File: src/verilog/rxpc_pkg.sv
// Purpose: constants shared by the receive payload control block
// Assumes: one T1/J1 link, 24 channels, 8-bit indirect registers
// Notes:   bit 1 of a channel byte (first on the line) is bit 7 here
package rxpc_pkg;
    localparam int unsigned NUM_CHAN = 24;

    // indirect address ranges, one address per channel
    localparam logic [6:0] ADDR_CHAN_FIRST = 7'h01;
    localparam logic [6:0] ADDR_CHAN_LAST  = 7'h18;
    localparam logic [6:0] ADDR_DTRK_FIRST = 7'h21;
    localparam logic [6:0] ADDR_DTRK_LAST  = 7'h38;
    localparam logic [6:0] ADDR_STRK_FIRST = 7'h41;
    localparam logic [6:0] ADDR_STRK_LAST  = 7'h58;

    // access spaces selected with the address
    localparam logic SPACE_EXTRACT = 1'b0;
    localparam logic SPACE_PAYLOAD = 1'b1;

    // extract buffer register fields
    localparam int unsigned EXT_EN_BIT   = 4;
    localparam logic [7:0]  EXT_RESET    = 8'h10;

    // channel control register fields
    localparam int unsigned CTRL_SEL_LSB  = 5;
    localparam int unsigned CTRL_MSB_INV  = 4;
    localparam int unsigned CTRL_ODD_INV  = 3;
    localparam int unsigned CTRL_EVEN_INV = 2;
    localparam int unsigned CTRL_LSB_CLOCK_GAP_FLAG     = 1;
    localparam int unsigned CTRL_GAP      = 0;
    localparam logic [7:0]  CTRL_RESET    = 8'h00;
    localparam logic [7:0]  DTRK_RESET    = 8'h00;

    // signaling trunk register fields
    localparam int unsigned STRK_TEST_BIT = 6;
    localparam int unsigned STRK_EN_BIT   = 4;
    localparam logic [7:0]  STRK_WMASK    = 8'h5F;
    localparam logic [7:0]  STRK_RESET    = 8'h00;

    // replacement codes
    localparam logic [2:0] REPL_NONE  = 3'h0;
    localparam logic [2:0] REPL_TRUNK = 3'h1;
    localparam logic [2:0] REPL_ALAW  = 3'h2;
    localparam logic [2:0] REPL_MULAW = 3'h3;

    // prbs width modes
    localparam logic [1:0] PRBS_MODE_8BIT = 2'h1;
    localparam logic [1:0] PRBS_MODE_7BIT = 2'h2;

    // inversion and gap masks, bit 1 = msb
    localparam logic [7:0] MASK_MSB  = 8'h80;
    localparam logic [7:0] MASK_ODD  = 8'h2A;
    localparam logic [7:0] MASK_EVEN = 8'h55;
    localparam logic [7:0] MASK_LSB  = 8'h01;
    localparam logic [7:0] MASK_ALL  = 8'hFF;

    // digital milliwatt sequences, one byte per frame
    localparam logic [7:0] ALAW_MW [8] = '{8'h34, 8'h21, 8'h21, 8'h34,
                                           8'hB4, 8'hA1, 8'hA1, 8'hB4};
    localparam logic [7:0] MULAW_MW [8] = '{8'h1E, 8'h0B, 8'h0B, 8'h1E,
                                            8'h9E, 8'h8B, 8'h8B, 8'h9E};

    typedef enum logic [1:0] {
        ST_IDLE   = 2'b01,
        ST_ACCESS = 2'b10
    } rxpc_acc_state_e;
endpackage : rxpc_pkg

File: src/verilog/rxpc_slot_proc.sv
// Purpose: per-timeslot payload and signaling conditioning
// Assumes: one timeslot byte per ts_valid, settings of that channel given
// Notes:   outputs other than prbs_gen_take registered one cycle after ts_valid
`timescale 1ns/1ps
`default_nettype none
module rxpc_slot_proc
    import rxpc_pkg::*;
(
    input  wire logic       sys_clk,        // device clock
    input  wire logic       rst,            // sync reset, active high
    input  wire logic       ts_valid,       // timeslot byte strobe
    input  wire logic [4:0] chan,           // channel index 0..23
    input  wire logic [7:0] data_in,        // received channel byte
    input  wire logic [7:0] ctrl,           // channel control register
    input  wire logic [7:0] dtrk,           // data trunk code
    input  wire logic [7:0] strk,           // signaling trunk register
    input  wire logic [3:0] sig_in,         // extracted signaling
    input  wire logic [2:0] mw_phase,       // milliwatt frame phase
    input  wire logic [2:0] global_replace_sel,         // global replace
    input  wire logic       global_sig_trunk_enable,    // all channels
    input  wire logic       gapped_clock_global_enable, // gap enable
    input  wire logic       rx_clock_master,            // clock master
    input  wire logic [1:0] prbs_width_sel,             // prbs mode
    input  wire logic       prbs_direction_sel,         // 1 = generate
    input  wire logic [7:0] prbs_gen_data,  // next generator byte
    output logic            prbs_gen_take,  // generator byte consumed
    output logic            out_valid,      // output strobe
    output logic [4:0]      out_chan,       // output channel
    output logic [7:0]      out_data,       // conditioned byte
    output logic [3:0]      out_sig,        // conditioned signaling
    output logic [7:0]      out_gap_mask,   // 1 = clock pulse removed
    output logic            prbs_det_valid, // byte to detector
    output logic [7:0]      prbs_det_data,  // detector byte
    output logic            prbs_det_7bit   // only 7 msbs valid
);
    wire       [2:0] sel_eff    = (global_replace_sel != REPL_NONE) ?
                                  global_replace_sel :
                                  ctrl[CTRL_SEL_LSB +: 3];
    wire             test_on    = strk[STRK_TEST_BIT];
    wire             mode_8     = (prbs_width_sel == PRBS_MODE_8BIT);
    wire             mode_7     = (prbs_width_sel == PRBS_MODE_7BIT);
    wire             prbs_mode  = mode_8 | mode_7;
    wire             gap_active = rx_clock_master &
                                  gapped_clock_global_enable;
    wire             sig_trunk  = global_sig_trunk_enable |
                                  strk[STRK_EN_BIT];
    wire       [7:0] inv_mask   =
        (ctrl[CTRL_MSB_INV]  ? MASK_MSB  : 8'h00) |
        (ctrl[CTRL_ODD_INV]  ? MASK_ODD  : 8'h00) |
        (ctrl[CTRL_EVEN_INV] ? MASK_EVEN : 8'h00);
    wire       [7:0] gap_mask   = !gap_active      ? 8'h00 :
                                  ctrl[CTRL_GAP]  ? MASK_ALL :
                                  ctrl[CTRL_LSB_CLOCK_GAP_FLAG] ? MASK_LSB :
                                  8'h00;
    logic      [7:0] repl_data;
    logic      [7:0] slot_data;

    always_comb begin
        unique case (sel_eff)
            REPL_TRUNK: repl_data = dtrk;
            REPL_ALAW:  repl_data = ALAW_MW[mw_phase];
            REPL_MULAW: repl_data = MULAW_MW[mw_phase];
            default:    repl_data = data_in;
        endcase
    end

    // one generator byte per selected slot keeps the sequence continuous
    assign prbs_gen_take = ts_valid & test_on & prbs_mode &
                           prbs_direction_sel;

    always_comb begin
        slot_data = repl_data ^ inv_mask;
        if (prbs_gen_take) begin
            // 7-bit mode keeps the lsb of the replaced and inverted byte
            slot_data = mode_8 ? prbs_gen_data :
                        {prbs_gen_data[7:1], slot_data[0]};
        end
    end

    always_ff @(posedge sys_clk) begin
        if (rst) begin
            out_valid      <= 1'b0;
            out_chan       <= 5'h00;
            out_data       <= 8'h00;
            out_sig        <= 4'h0;
            out_gap_mask   <= 8'h00;
            prbs_det_valid <= 1'b0;
            prbs_det_data  <= 8'h00;
            prbs_det_7bit  <= 1'b0;
        end else begin
            out_valid      <= ts_valid;
            prbs_det_valid <= ts_valid & test_on & prbs_mode &
                              !prbs_direction_sel;
            if (ts_valid) begin
                out_chan      <= chan;
                out_data      <= slot_data;
                out_sig       <= sig_trunk ? strk[3:0] : sig_in;
                out_gap_mask  <= gap_mask;
                prbs_det_data <= data_in;
                prbs_det_7bit <= mode_7;
            end
        end
    end
endmodule : rxpc_slot_proc
`default_nettype wire

File: src/verilog/rxpc_top.sv
// Purpose: receive signaling extraction and payload control, 24 channels
// Assumes: framer gives one byte strobe per timeslot and frame start
// Notes:   indirect registers reached through access data/control ports
//
// Summary of operation
// - 24 extract registers at addresses 01h-18h
// - capture signaling when enabled and frame synced
// - extracted ABCD fields read-only, valid when enabled
// - SF format repeats A,B into C,D
// - payload addresses: control, data trunk, signaling trunk
// - channel replacement only when global selection zero
// - decode no change, trunk, A-law, mu-law milliwatt
// - msb, odd, even inversion flags combine
// - gapping only as clock master with enable
// - 56K gaps bit 8; full gap whole channel
// - data trunk byte replaces channel data
// - test flag routes to detector or generator
// - 8-bit or 7-msb prbs per width mode
// - selected channels form one continuous prbs stream
// - signaling trunk enable substitutes ABCD trunk code
// - global or channel trunk enable selects channel
// - signaling change sets flag; write one clears
`timescale 1ns/1ps
`default_nettype none
module rxpc_top
    import rxpc_pkg::*;
(
    input  wire logic        sys_clk,            // 250 MHz clock
    input  wire logic        rst,                // sync reset, active high
    // received timeslot stream
    input  wire logic        rx_frame_start,     // ts_valid is channel 1
    input  wire logic        rx_ts_valid,        // one strobe per timeslot
    input  wire logic [7:0]  rx_ts_data,         // received channel byte
    input  wire logic        rx_sig_valid,       // slot carries signaling
    input  wire logic [3:0]  rx_sig_bits,        // received A,B,C,D
    // framer and global settings
    input  wire logic        frame_synced,       // SF/ESF/SLC-96 in sync
    input  wire logic        sf_format,          // SF format selected
    input  wire logic        rx_clock_master,    // receive clock master
    input  wire logic        gapped_clock_global_enable, // gap enable
    input  wire logic [2:0]  global_replace_sel, // global replacement
    input  wire logic        global_sig_trunk_enable, // trunk all
    input  wire logic [1:0]  prbs_width_sel,     // prbs width mode
    input  wire logic        prbs_direction_sel, // 0 detect, 1 generate
    // indirect access
    input  wire logic        acc_data_we,        // write access data reg
    input  wire logic [7:0]  acc_data_wdata,     // access data value
    input  wire logic        acc_ctrl_we,        // write access control
    input  wire logic        acc_ctrl_space,     // 0 extract, 1 payload
    input  wire logic [6:0]  acc_ctrl_addr,      // indirect address
    input  wire logic        read_not_write_flag, // 1 read, 0 write
    output logic [7:0]       acc_data_rdata,     // access data register
    output logic             acc_busy,           // access in progress
    // change of signaling
    input  wire logic        cos_clear_we,       // write to change flags
    input  wire logic [23:0] cos_clear_mask,     // 1 clears that flag
    output logic [23:0]      sig_change_flag,    // per-channel change
    // conditioned stream
    output logic             out_valid,          // output byte strobe
    output logic [4:0]       out_chan,           // output channel 0..23
    output logic [7:0]       out_data,           // conditioned byte
    output logic [3:0]       out_sig,            // conditioned signaling
    output logic [7:0]       out_gap_mask,       // 1 = clock suppressed
    // prbs generator/detector
    output logic             prbs_det_valid,     // byte to detector
    output logic [7:0]       prbs_det_data,      // detector byte
    output logic             prbs_det_7bit,      // only 7 msbs count
    output logic             prbs_gen_take,      // generator byte used
    input  wire logic [7:0]  prbs_gen_data       // generator byte
);
    localparam logic [4:0] LAST_CHAN = 5'(NUM_CHAN - 1);

    // ---------------- channel counter ----------------
    logic [4:0] chan_next_q;
    logic [4:0] chan_next_d;
    logic [2:0] mw_phase_q;
    logic [2:0] mw_phase_d;
    wire  [4:0] chan_cur = rx_frame_start ? 5'h00 : chan_next_q;

    // holds at the last channel if frame start is late, so no index
    // beyond the arrays is ever formed
    assign chan_next_d = !rx_ts_valid ? chan_next_q :
                         (chan_cur == LAST_CHAN) ? LAST_CHAN :
                         5'(chan_cur + 5'h01);
    assign mw_phase_d  = (rx_ts_valid & rx_frame_start) ?
                         3'(mw_phase_q + 3'h1) : mw_phase_q;

    always_ff @(posedge sys_clk) begin
        if (rst) begin
            chan_next_q <= 5'h00;
            mw_phase_q  <= 3'h0;
        end else begin
            chan_next_q <= chan_next_d;
            mw_phase_q  <= mw_phase_d;
        end
    end

    // ---------------- indirect access sequencer ----------------
    rxpc_acc_state_e state_q;
    rxpc_acc_state_e state_d;
    logic            space_q;
    logic [6:0]      addr_q;
    logic            rnw_q;
    logic [7:0]      acc_data_q;
    logic [7:0]      acc_data_d;
    logic [7:0]      rd_value;

    // a new address write while busy is ignored
    wire ctrl_take = acc_ctrl_we & (state_q == ST_IDLE);

    always_comb begin
        state_d = state_q;
        unique case (state_q)
            ST_IDLE:   if (ctrl_take) state_d = ST_ACCESS;
            ST_ACCESS: state_d = ST_IDLE;
            default:   state_d = ST_IDLE;
        endcase
    end

    always_ff @(posedge sys_clk) begin
        if (rst) begin
            state_q <= ST_IDLE;
            space_q <= SPACE_EXTRACT;
            addr_q  <= 7'h00;
            rnw_q   <= 1'b0;
        end else begin
            state_q <= state_d;
            if (ctrl_take) begin
                space_q <= acc_ctrl_space;
                addr_q  <= acc_ctrl_addr;
                rnw_q   <= read_not_write_flag;
            end
        end
    end

    assign acc_busy = (state_q == ST_ACCESS);

    // address decode, one address per channel
    wire       in_chan  = (addr_q >= ADDR_CHAN_FIRST) &&
                          (addr_q <= ADDR_CHAN_LAST);
    wire       in_dtrk  = (addr_q >= ADDR_DTRK_FIRST) &&
                          (addr_q <= ADDR_DTRK_LAST);
    wire       in_strk  = (addr_q >= ADDR_STRK_FIRST) &&
                          (addr_q <= ADDR_STRK_LAST);
    wire [4:0] idx_chan = 5'(addr_q - ADDR_CHAN_FIRST);
    wire [4:0] idx_dtrk = 5'(addr_q - ADDR_DTRK_FIRST);
    wire [4:0] idx_strk = 5'(addr_q - ADDR_STRK_FIRST);
    wire       do_wr    = acc_busy & !rnw_q;
    wire       do_rd    = acc_busy & rnw_q;
    wire       wr_ext   = do_wr & (space_q == SPACE_EXTRACT) & in_chan;
    wire       wr_ctrl  = do_wr & (space_q == SPACE_PAYLOAD) & in_chan;
    wire       wr_dtrk  = do_wr & (space_q == SPACE_PAYLOAD) & in_dtrk;
    wire       wr_strk  = do_wr & (space_q == SPACE_PAYLOAD) & in_strk;

    // read result overrides a same-cycle data write: the fetched byte
    // is what software asked for
    assign acc_data_d = do_rd       ? rd_value :
                        acc_data_we ? acc_data_wdata : acc_data_q;

    always_ff @(posedge sys_clk) begin
        if (rst) begin
            acc_data_q <= 8'h00;
        end else begin
            acc_data_q <= acc_data_d;
        end
    end

    assign acc_data_rdata = acc_data_q;

    // ---------------- register storage ----------------
    logic [NUM_CHAN-1:0] ext_en_q;
    logic [7:0]          ctrl_q [NUM_CHAN];
    logic [7:0]          dtrk_q [NUM_CHAN];
    logic [7:0]          strk_q [NUM_CHAN];
    logic [3:0]          sig_abcd [NUM_CHAN];

    always_ff @(posedge sys_clk) begin
        if (rst) begin
            ext_en_q <= {NUM_CHAN{EXT_RESET[EXT_EN_BIT]}};
        end else if (wr_ext) begin
            // only the enable is writable, A-D belong to the hardware
            ext_en_q[idx_chan] <= acc_data_q[EXT_EN_BIT];
        end
    end

    always_ff @(posedge sys_clk) begin
        if (rst) begin
            for (int i = 0; i < NUM_CHAN; i++) begin
                ctrl_q[i] <= CTRL_RESET;
                dtrk_q[i] <= DTRK_RESET;
                strk_q[i] <= STRK_RESET;
            end
        end else begin
            if (wr_ctrl) begin
                ctrl_q[idx_chan] <= acc_data_q;
            end
            if (wr_dtrk) begin
                dtrk_q[idx_dtrk] <= acc_data_q;
            end
            if (wr_strk) begin
                strk_q[idx_strk] <= acc_data_q & STRK_WMASK;
            end
        end
    end

    // unmapped addresses read as zero
    always_comb begin
        rd_value = 8'h00;
        if (space_q == SPACE_EXTRACT) begin
            if (in_chan) begin
                rd_value = {3'h0, ext_en_q[idx_chan],
                            sig_abcd[idx_chan]};
            end
        end else if (in_chan) begin
            rd_value = ctrl_q[idx_chan];
        end else if (in_dtrk) begin
            rd_value = dtrk_q[idx_dtrk];
        end else if (in_strk) begin
            rd_value = strk_q[idx_strk];
        end
    end

    // ---------------- signaling extraction ----------------
    // sf carries only A and B; they are repeated into C and D
    wire [3:0] sig_new = sf_format ?
                         {rx_sig_bits[3:2], rx_sig_bits[3:2]} :
                         rx_sig_bits;
    wire       sig_slot = rx_ts_valid & rx_sig_valid & frame_synced;

    for (genvar ch = 0; ch < NUM_CHAN; ch++) begin : g_chan
        logic [3:0] abcd_q;
        logic       cos_q;
        logic       cos_d;
        // enable low freezes the fields; DM mode relies on software
        // having cleared every enable
        wire        hit = sig_slot & ext_en_q[ch] &
                          (chan_cur == 5'(ch));
        wire        chg = hit & (sig_new != abcd_q);
        wire        clr = cos_clear_we & cos_clear_mask[ch];

        // a change in the clearing cycle keeps the flag set
        assign cos_d = chg | (cos_q & !clr);

        always_ff @(posedge sys_clk) begin
            if (rst) begin
                abcd_q <= 4'h0;
                cos_q  <= 1'b0;
            end else begin
                cos_q <= cos_d;
                if (hit) begin
                    abcd_q <= sig_new;
                end
            end
        end

        assign sig_abcd[ch]        = abcd_q;
        assign sig_change_flag[ch] = cos_q;
    end

    // ---------------- timeslot conditioning ----------------
    rxpc_slot_proc u_slot (
        .sys_clk                    (sys_clk),
        .rst                        (rst),
        .ts_valid                   (rx_ts_valid),
        .chan                       (chan_cur),
        .data_in                    (rx_ts_data),
        .ctrl                       (ctrl_q[chan_cur]),
        .dtrk                       (dtrk_q[chan_cur]),
        .strk                       (strk_q[chan_cur]),
        .sig_in                     (sig_abcd[chan_cur]),
        .mw_phase                   (mw_phase_q),
        .global_replace_sel         (global_replace_sel),
        .global_sig_trunk_enable    (global_sig_trunk_enable),
        .gapped_clock_global_enable (gapped_clock_global_enable),
        .rx_clock_master            (rx_clock_master),
        .prbs_width_sel             (prbs_width_sel),
        .prbs_direction_sel         (prbs_direction_sel),
        .prbs_gen_data              (prbs_gen_data),
        .prbs_gen_take              (prbs_gen_take),
        .out_valid                  (out_valid),
        .out_chan                   (out_chan),
        .out_data                   (out_data),
        .out_sig                    (out_sig),
        .out_gap_mask               (out_gap_mask),
        .prbs_det_valid             (prbs_det_valid),
        .prbs_det_data              (prbs_det_data),
        .prbs_det_7bit              (prbs_det_7bit)
    );
endmodule : rxpc_top
`default_nettype wire

File: config.mk
export PLATFORM = sky130hd
export DESIGN_NAME = rxpc_top
export DESIGN_NICKNAME = d
export VERILOG_FILES = /design/src/verilog/rxpc_pkg.sv /design/src/verilog/rxpc_slot_proc.sv /design/src/verilog/rxpc_top.sv
export SDC_FILE = /design/constraint.sdc
export NUM_CORES = 2
export LEC_CHECK = 0
export BUFFER_PORTS_ARGS = -buffer_cell sky130_fd_sc_hd__buf_4
export CAP_MARGIN = 10
export CORE_ASPECT_RATIO = 1.25
export CORE_UTILIZATION = 38
export DETAILED_ROUTE_END_ITERATION = 6
export PLACE_DENSITY = 0.54
export SETUP_SLACK_MARGIN = 0.1
export SLEW_MARGIN = 5
export SYNTH_ARGS = -nofsm -noshare
export SYNTH_HDL_FRONTEND = slang
export SYNTH_SLANG_ARGS = --single-unit
File: constraint.sdc
create_clock -name sys_clk -period 4.4 [get_ports sys_clk]
set_input_delay 0.44 -clock sys_clk [delete_from_list [all_inputs] [get_ports sys_clk]]
set_output_delay 0.44 -clock sys_clk [all_outputs]
set_load 0.01 [all_outputs]
# Yosys cells after proc, flatten, opt, wreduce, memory -nomap -nowiden
# Memories as Yosys holds them, arrays and structs flattened.
# Cells that the tools add are included.
# W data, S select, Z words.
[word_totals]
ramBits = 528
elab_cells = 403
output_inout_bits = 70
regBits = 207
mem_bits_ro = 128
in_bits = 80
n_memories = 5
[op_classes]
bitwise = 171
n_lt_le_gt_ge = 11
n_eq_ne = 54
reduce_logical = 37
mux = 56
n_addsub = 5
[memory_table]
columns = ["memory", "words", "width", "rd", "rd_ports_with_merged_regs", "wr", "line_no", "text"]
rows = [
  ["ctrl_q", 24, 8, 2, 0, 24, "rxpc_top.sv:172", "logic [7:0] ctrl_q [NUM_CHAN];"],
  ["dtrk_q", 24, 8, 2, 0, 24, "rxpc_top.sv:173", "logic [7:0] dtrk_q [NUM_CHAN];"],
  ["strk_q", 24, 6, 2, 0, 24, "rxpc_top.sv:174", "logic [7:0] strk_q [NUM_CHAN];"],
  ["(no name shown)", 8, 8, 1, 0, 0, "rxpc_slot_proc.sv:61", "REPL_ALAW: repl_data = ALAW_MW[mw_phase];"],
  ["(no name shown)", 8, 8, 1, 0, 0, "rxpc_slot_proc.sv:62", "REPL_MULAW: repl_data = MULAW_MW[mw_phase];"],
]
[ops]
columns = ["operator", "n"]
rows = [
  ["$and A1 B1 Y1", 137],
  ["$mux W8", 16],
  ["$ne A4 B4 Y1", 24],
  ["$bmux W4 S5", 2],
  ["$eq A5 B4 Y1 const B", 8],
  ["$eq A5 B5 Y1 const B", 8],
  ["$mux W5", 6],
  ["$logic_not A1 Y1", 26],
  ["$or A1 B1 Y1", 26],
  ["$bwmux W24", 1],
  ["$pmux W8 S3", 1],
  ["$eq A5 B3 Y1 const B", 4],
  ["$mux W4", 5],
  ["$mux W1", 18],
  ["$or A8 B8 Y8", 2],
  ["$reduce_or A8 Y1", 2],
  ["$sub A5 B1 Y5 const B", 3],
  ["$ge A6 B6 Y1 const B", 2],
  ["$mux W6", 2],
  ["$not A5 Y6", 2],
  ["$eq A5 B2 Y1 const B", 2],
  ["$xor A8 B8 Y8", 1],
  ["$ge A7 B1 Y1 const B", 1],
  ["$ge A7 B6 Y1 const B", 1],
  ["other kinds (27)", 34],
]

# Depth between registers and ports, before layout
[depth]
depth_word = 9
mapped_depth = 20
mapped_depth_nobuf = 12

# Modules after synthesis
# A second synthesis with hierarchy kept.
[unflattened]
hier_cells = 4406
hier_area_um2 = 49052.0
[by_module_without_submodules]
columns = ["module", "seq_area_each_um2", "cells_each", "n_inst", "area_each_um2"]
rows = [
  ["rxpc_top", 24563.6, 4237, 1, 47484.3],
  ["rxpc_slot_proc", 600.6, 169, 1, 1567.8],
]

# Worst setup path after synthesis
# No wires, ideal clock.
[synth_timing]
path_type = "register to register"
start = "register addr_q[0]"
end = "register acc_data_q[1], in the netlist acc_data_rdata[1]"
slack_ns = 0.036
arrival_time_ns = 4.234
stages_incl_launch_ff = 18
n_path_buf = 10
required_ns = 4.269
setup_ns = 0.131
period_less_slack_ns = 4.364
path_cell_list = "dfxtp_1 buf_4 buf_4 buf_4 buf_2 buf_2 inv_1 ha_1 buf_2 buf_2 buf_2 clkbuf_1 clkbuf_1 mux4_2 a221oi_1 a31oi_1 a21oi_1 o22ai_1"
[synth_between]
elab_chain_cells = 8
word_cells_on_any_way = 25
classes_between = "add/sub: 3; order compare: 6; mux: 9; bitwise: 1; reduce/logical: 3; memory: 3"
[synth_rtl]
columns = ["element", "line_no", "text"]
rows = [
  ["start, declared", "rxpc_top.sv:102", "logic [6:0] addr_q;"],
  ["start signal, assigned", "rxpc_top.sv:130", "addr_q <= acc_ctrl_addr;"],
  ["$sub A5 B1 Y5", "rxpc_top.sv:145, rxpc_top.sv:146, rxpc_top.sv:147", ""],
  ["$not A5 Y6 (implied by the code)", "rxpc_top.sv:212", "sig_abcd[idx_chan]};"],
  ["$bmux W4 S5", "rxpc_top.sv:212", ""],
  ["$mux W4 (implied by the code) (2 in a row)", "rxpc_top.sv:212", ""],
  ["$mux W5", "rxpc_top.sv:210", "if (in_chan) begin"],
  ["$mux W8 (*)", "rxpc_top.sv:209", "if (space_q == SPACE_EXTRACT) begin"],
  ["$mux W8 (*)", "rxpc_top.sv:157", "assign acc_data_d = do_rd ? rd_value :"],
  ["end signal, assigned", "rxpc_top.sv:164", "acc_data_q <= acc_data_d;"],
  ["end, declared", "rxpc_top.sv:104", "logic [7:0] acc_data_q;"],
]
# Mark *: on every way between the ends. The rest lies on a longest branch, timed or not. The select of a mux whose other input is x is not followed.
# A chain may end at the register's enable or synchronous reset.

# Worst setup path in the final report
[layout_timing]
start = "register chan_next_q[2]"
end = "output prbs_gen_take"
[layout_between]
elab_chain_cells = 5
[layout_rtl]
columns = ["element", "line_no", "text"]
rows = [
  ["start, declared", "rxpc_top.sv:74", "logic [4:0] chan_next_q;"],
  ["start signal, assigned", "rxpc_top.sv:93", "chan_next_q <= chan_next_d;"],
  ["$mux W5", "rxpc_top.sv:78", "wire [4:0] chan_cur = rx_frame_start ? 5'h00 : chan_next_q;"],
  ["$mem_v2 Z24 W6", "-", ""],
  ["$and A1 B1 Y1 (3 in a row)", "rxpc_slot_proc.sv:68", "assign prbs_gen_take = ts_valid & test_on & prbs_mode &"],
  ["end, declared", "rxpc_top.sv:68", "output logic prbs_gen_take,"],
]
# Every way passes these cells.

==> PnR_summary.wiki <==
{| class="wikitable"
! Metric !! Value
|-
| Fraction of power spent switching nets || 28.3%
|-
| Global-route congestion overflow total || 0
|-
| Horiz. Die Dim || 324 um
|-
| Net switching power figure || 5.96 mW
|-
| Final Hold Vio Count || 0
|-
| Total of warnings raised by yosys || 0
|-
| Number of inserted filler cells in the final layout || 11905
|-
| Peak fanout along the critical path || 15
|-
| Number of flip-flops and latches in the synthesized netlist || 905
|-
| Number of buffers created by CTS || 93
|-
| Combinational power share || 15.2%
|-
| Final GP Congestion || 0.956
|-
| Async SR Flop Fraction || 0%
|-
| Maximum VDD drop || 348 uV
|-
| Syn avg cell area || 11.3 um^2
|-
| Total routed wirelength || 185000 um
|-
| Sequential fraction of design power || 45.8%
|-
| Clk slew on worst S/H paths || 0.06 ns
|-
| Area enclosed by the die boundary || 0.131 mm^2
|-
| Primary flip-flop cell chosen by synthesis mapping || sky130_fd_sc_hd__edfxtp_1
|-
| TritonCTS clock tree || built
|-
| Buffer cell driving the clock tree root || sky130_fd_sc_hd__clkbuf_16
|-
| # DRC || 0
|-
| Die span in y || 404 um
|-
| Setup tns final || 0 ns
|-
| Clock Sink Count || 905
|-
| Number of placed instances, taps included || 5994
|-
| H-tree levels || 3
|-
| Slowest Stage Delay on Critical Path || 0.52 ns
|-
| Library cell appearing most often on the critical path || sky130_fd_sc_hd__buf_4
|-
| Tightest Pin Transition || 1.12 ns
|-
| Synthesized netlist net count || 4439
|-
| Number of pins exceeding their max-slew limit in the final report || 0
|-
| Post-CTS Setup Repair Bufs || 0
|-
| List of cells traversed by the critical path || buf_4, inv_1, nor3_2, buf_4, a31oi_1, nand4_1, a211oi_2, and2_0, buf_4, buf_4
|-
| Maximum clock frequency || 230 MHz
|-
| Int Pwr || 15.1 mW
|-
| Vias in the first global route || 36356
|-
| Setup violations, final || 0
|-
| Count of input and output buffers || 149
|-
| Setup repair after global routing missed its margin || no
|-
| Number of antenna violations at the first check in global routing || 6
|-
| Fraction of final layout cells sized beyond drive strength 1 || 19.5%
|-
| Kind of critical path || register to output port
|-
| Slowest stage cell on the critical path || sky130_fd_sc_hd__a31oi_1
|-
| Number of buffers on the longest clock path || 3
|-
| Layout Skew || 0.0210 ns
|-
| Core area || 0.128 mm^2
|-
| Clock power share || 39.0%
|-
| Tightest slew margin relative to the limit || 24.5%
|-
| Via count of the routed design || 37486
|-
| Max-cap violation count || 0
|-
| Result of the run || finished, final reports clean
|-
| Starting density of the core || 38.3%
|-
| Site Rows || 147
|-
| Number of cells produced by synthesis || 4346
|-
| CP Capture Type || output port
|-
| Number of different library cells in the post-synthesis netlist || 78
|-
| Power Total || 21.1 mW
|-
| Final design area excluding fillers || 0.0562 mm^2
|-
| Critical Path Start Type || register
|-
| Post-detailed-route via-to-cell ratio || 6.04
|-
| Post-route non-filler standard cell count || 6202
|-
| Period utilization || 98.7%
|-
| Power Dens Cells || 375 mW/mm^2
|-
| Post-DP HPWL || 127000 um
|-
| Hold crit path type || input pin to register
|-
| Arrival time reported for the critical path endpoint || 3.90 ns
|-
| Violation count after the first detailed-route iteration || 4069
|-
| Number of nets with antenna violations after routing || 0
|-
| Cell Area, Placed || 0.0527 mm^2
|-
| Post-synth design cell area || 0.0492 mm^2
|-
| Wire length of the first global-routing pass || 264000 um
|-
| DR pass1 iterations || 6
|-
| Tot GR Track Use || 28.0%
|-
| Post-synthesis to final-layout area growth || 14.3%
|-
| Wirelength per Cell || 29.9 um
|-
| Clock insertion delay at the later pin of the skew report || 0.72 ns
|-
| LEAKAGE || 20.1 nW
|-
| I/O Pins || 150
|-
| Minimum clock period after layout || 4.34 ns
|-
| Maximum number of pins on one net before global-route repair || 153
|-
| WP data required || 3.96 ns
|-
| Number of flops mapped to enable cells by yosys || 704
|-
| Count of nets after finishing || 4508
|-
| Sequential share of the synthesized area || 51.2%
|}
cell type report:
| type | instances | area, um^2 | share of cell area (%) |
|---|---|---|---|
| sequential | 905 | 25200 | 44.8 |
| multi-input combinational | 2966 | 22000 | 39.2 |
| timing repair buffer | 431 | 3680 | 6.54 |
| clock buffer | 113 | 2450 | 4.37 |
| tap | 1713 | 2140 | 3.81 |
| clock inverter | 55 | 624 | 1.11 |
| inverter | 18 | 77.6 | 0.138 |
| antenna | 1 | 2.50 | 0.00445 |
cell usage after synthesis, types with 27 or more instances:
cell type	number	share of area [%]
sky130_fd_sc_hd__o22ai_1	76	0.97
sky130_fd_sc_hd__a211oi_1	181	2.8
sky130_fd_sc_hd__buf_4	58	0.89
sky130_fd_sc_hd__o21ai_0	44	0.45
sky130_fd_sc_hd__buf_2	102	1.0
sky130_fd_sc_hd__and2_1	438	5.6
sky130_fd_sc_hd__mux2i_1	131	2.7
sky130_fd_sc_hd__xnor2_1	51	0.91
sky130_fd_sc_hd__nand3_1	45	0.46
sky130_fd_sc_hd__xor2_1	58	1.0
sky130_fd_sc_hd__dfxtp_1	201	8.2
sky130_fd_sc_hd__buf_1	36	0.27
sky130_fd_sc_hd__a311o_1	27	0.55
sky130_fd_sc_hd__nor2b_1	89	1.1
sky130_fd_sc_hd__a31oi_1	144	1.8
sky130_fd_sc_hd__or2_2	49	0.62
sky130_fd_sc_hd__clkbuf_1	256	2.0
sky130_fd_sc_hd__mux2_2	27	0.62
sky130_fd_sc_hd__and3_1	174	2.2
sky130_fd_sc_hd__edfxtp_1	704	43
sky130_fd_sc_hd__a311oi_1	51	0.91
sky130_fd_sc_hd__mux4_2	219	10
sky130_fd_sc_hd__nand2_1	505	3.9
sky130_fd_sc_hd__nor2_1	249	1.9
sky130_fd_sc_hd__a21oi_1	117	1.2
sky130_fd_sc_hd__nor3_1	33	0.34
cell usage in the layout, fill, tap and decap left out, types with 11 or more instances in the layout:
cell type / count
sky130_fd_sc_hd__edfxtp_1: 704
sky130_fd_sc_hd__nand2_1: 505
sky130_fd_sc_hd__and2_1: 442
sky130_fd_sc_hd__buf_4: 366
sky130_fd_sc_hd__nor2_1: 244
sky130_fd_sc_hd__mux4_2: 219
sky130_fd_sc_hd__dfxtp_1: 190
sky130_fd_sc_hd__a211oi_1: 180
sky130_fd_sc_hd__and3_1: 174
sky130_fd_sc_hd__a31oi_1: 144
sky130_fd_sc_hd__mux2i_1: 129
sky130_fd_sc_hd__a21oi_1: 117
sky130_fd_sc_hd__clkbuf_16: 95
sky130_fd_sc_hd__nor2b_1: 89
sky130_fd_sc_hd__o22ai_1: 76
sky130_fd_sc_hd__xor2_1: 56
sky130_fd_sc_hd__a311oi_1: 51
sky130_fd_sc_hd__or2_2: 49
sky130_fd_sc_hd__xnor2_1: 49
sky130_fd_sc_hd__nand3_1: 45
sky130_fd_sc_hd__o21ai_0: 44
sky130_fd_sc_hd__dlygate4sd3_1: 38
sky130_fd_sc_hd__nor3_1: 30
sky130_fd_sc_hd__mux2_2: 27
sky130_fd_sc_hd__a311o_1: 27
sky130_fd_sc_hd__a21o_1: 26
sky130_fd_sc_hd__a22oi_1: 26
sky130_fd_sc_hd__o41ai_1: 26
sky130_fd_sc_hd__a21boi_0: 24
sky130_fd_sc_hd__buf_12: 24
sky130_fd_sc_hd__o221ai_1: 17
sky130_fd_sc_hd__clkinv_1: 16
sky130_fd_sc_hd__clkbuf_1: 16
sky130_fd_sc_hd__clkinv_2: 16
sky130_fd_sc_hd__inv_1: 13
sky130_fd_sc_hd__ha_1: 12
sky130_fd_sc_hd__a221oi_1: 11
sky130_fd_sc_hd__bufinv_16: 11
worst paths after layout:
check,start,endpoint,slack (ns),depth (start not counted)
hold / removal,cos_clear_mask[14],g_chan[14].cos_q$_SDFF_PP0_,0.03,4
setup reg to reg,addr_q[2]$_SDFFE_PP0P_,acc_data_rdata[6]$_SDFFE_PP0P_,0.18,10
hold reg to reg,g_chan[13].cos_q$_SDFF_PP0_,g_chan[13].cos_q$_SDFF_PP0_,0.46,2
setup / recovery,chan_next_q[2]$_SDFFE_PP0P_,prbs_gen_take,0.06,10
through the flow:
stage / utilization [%] / hold slack [ns] / worst slack (ns)
global placement: 41.0 / 0.447 / 0.282
detailed placement: 41.0 / 0.451 / 0.241
finish: 43.8 / 0.0318 / 0.0573
CTS: 43.7 / 0.000345 / 0.101
floorplan: - / 0.437 / 0.133
global route: 43.8 / 0.0636 / 0.121
cells by family after synthesis:
family	share of synthesized area (%)
AO/OA/AOI/OAI	11.9
XOR/XNOR	2.01
adder cells (fa/ha/maj)	0.331
buffers and inverters	4.39
flip-flops	51.2
multiplexers	13.3
AND/OR/NAND/NOR	16.9
state kept, by name (all words and copies together) (netlist names), 2 cells and up:
signal / cells
u_slot.out_data: 8
ctrl_q: 256
ext_en_q: 24
g_chan.cos_q: 24
acc_data_rdata: 8
addr_q: 7
u_slot.out_sig: 4
mw_phase_q: 3
chan_next_q: 5
u_slot.prbs_det_data: 8
u_slot.out_gap_mask: 2
strk_q: 192
state_q: 2
g_chan.abcd_q: 96
dtrk_q: 256
u_slot.out_chan: 5
per-layer routing:
metal | track usage (%) | vias to the layer above | wire, um
met4 | 16.2 | 4 | 11700
li1 | - | 16321 | -
met3 | 4.78 | 466 | 14100
met2 | 46.2 | 1902 | 88900
met1 | 34.3 | 18793 | 70700
met5 | 0 | - | 29
what timing repair did:
action,in CTS,in global routing
endpoints found under the setup margin,1,2
hold buffers,38,0
resized for setup,2,4
cloned,0,1
endpoints found under the hold margin,38,0
critical path: cells and delay by family (launching register included):
family	cells	cell delay [ns]
AO/OA/AOI/OAI	2	1.01
buffers and inverters	5	1.16
flip-flops	1	0.41
AND/OR/NAND/NOR	3	0.59
power groups by stage:
stage                     Combinational [mW]  Clock (mW)  Sequential, mW
after floorplan                         1.80           0            9.66
final                                   3.21        8.21            9.65
after detailed placement                3.09           0            9.83
after global routing                    3.31        8.60            9.67
after global placement                  3.08           0            9.83
after CTS                               3.13        8.31            9.65
No activity file was read; power rests on OpenSTA's default activity.
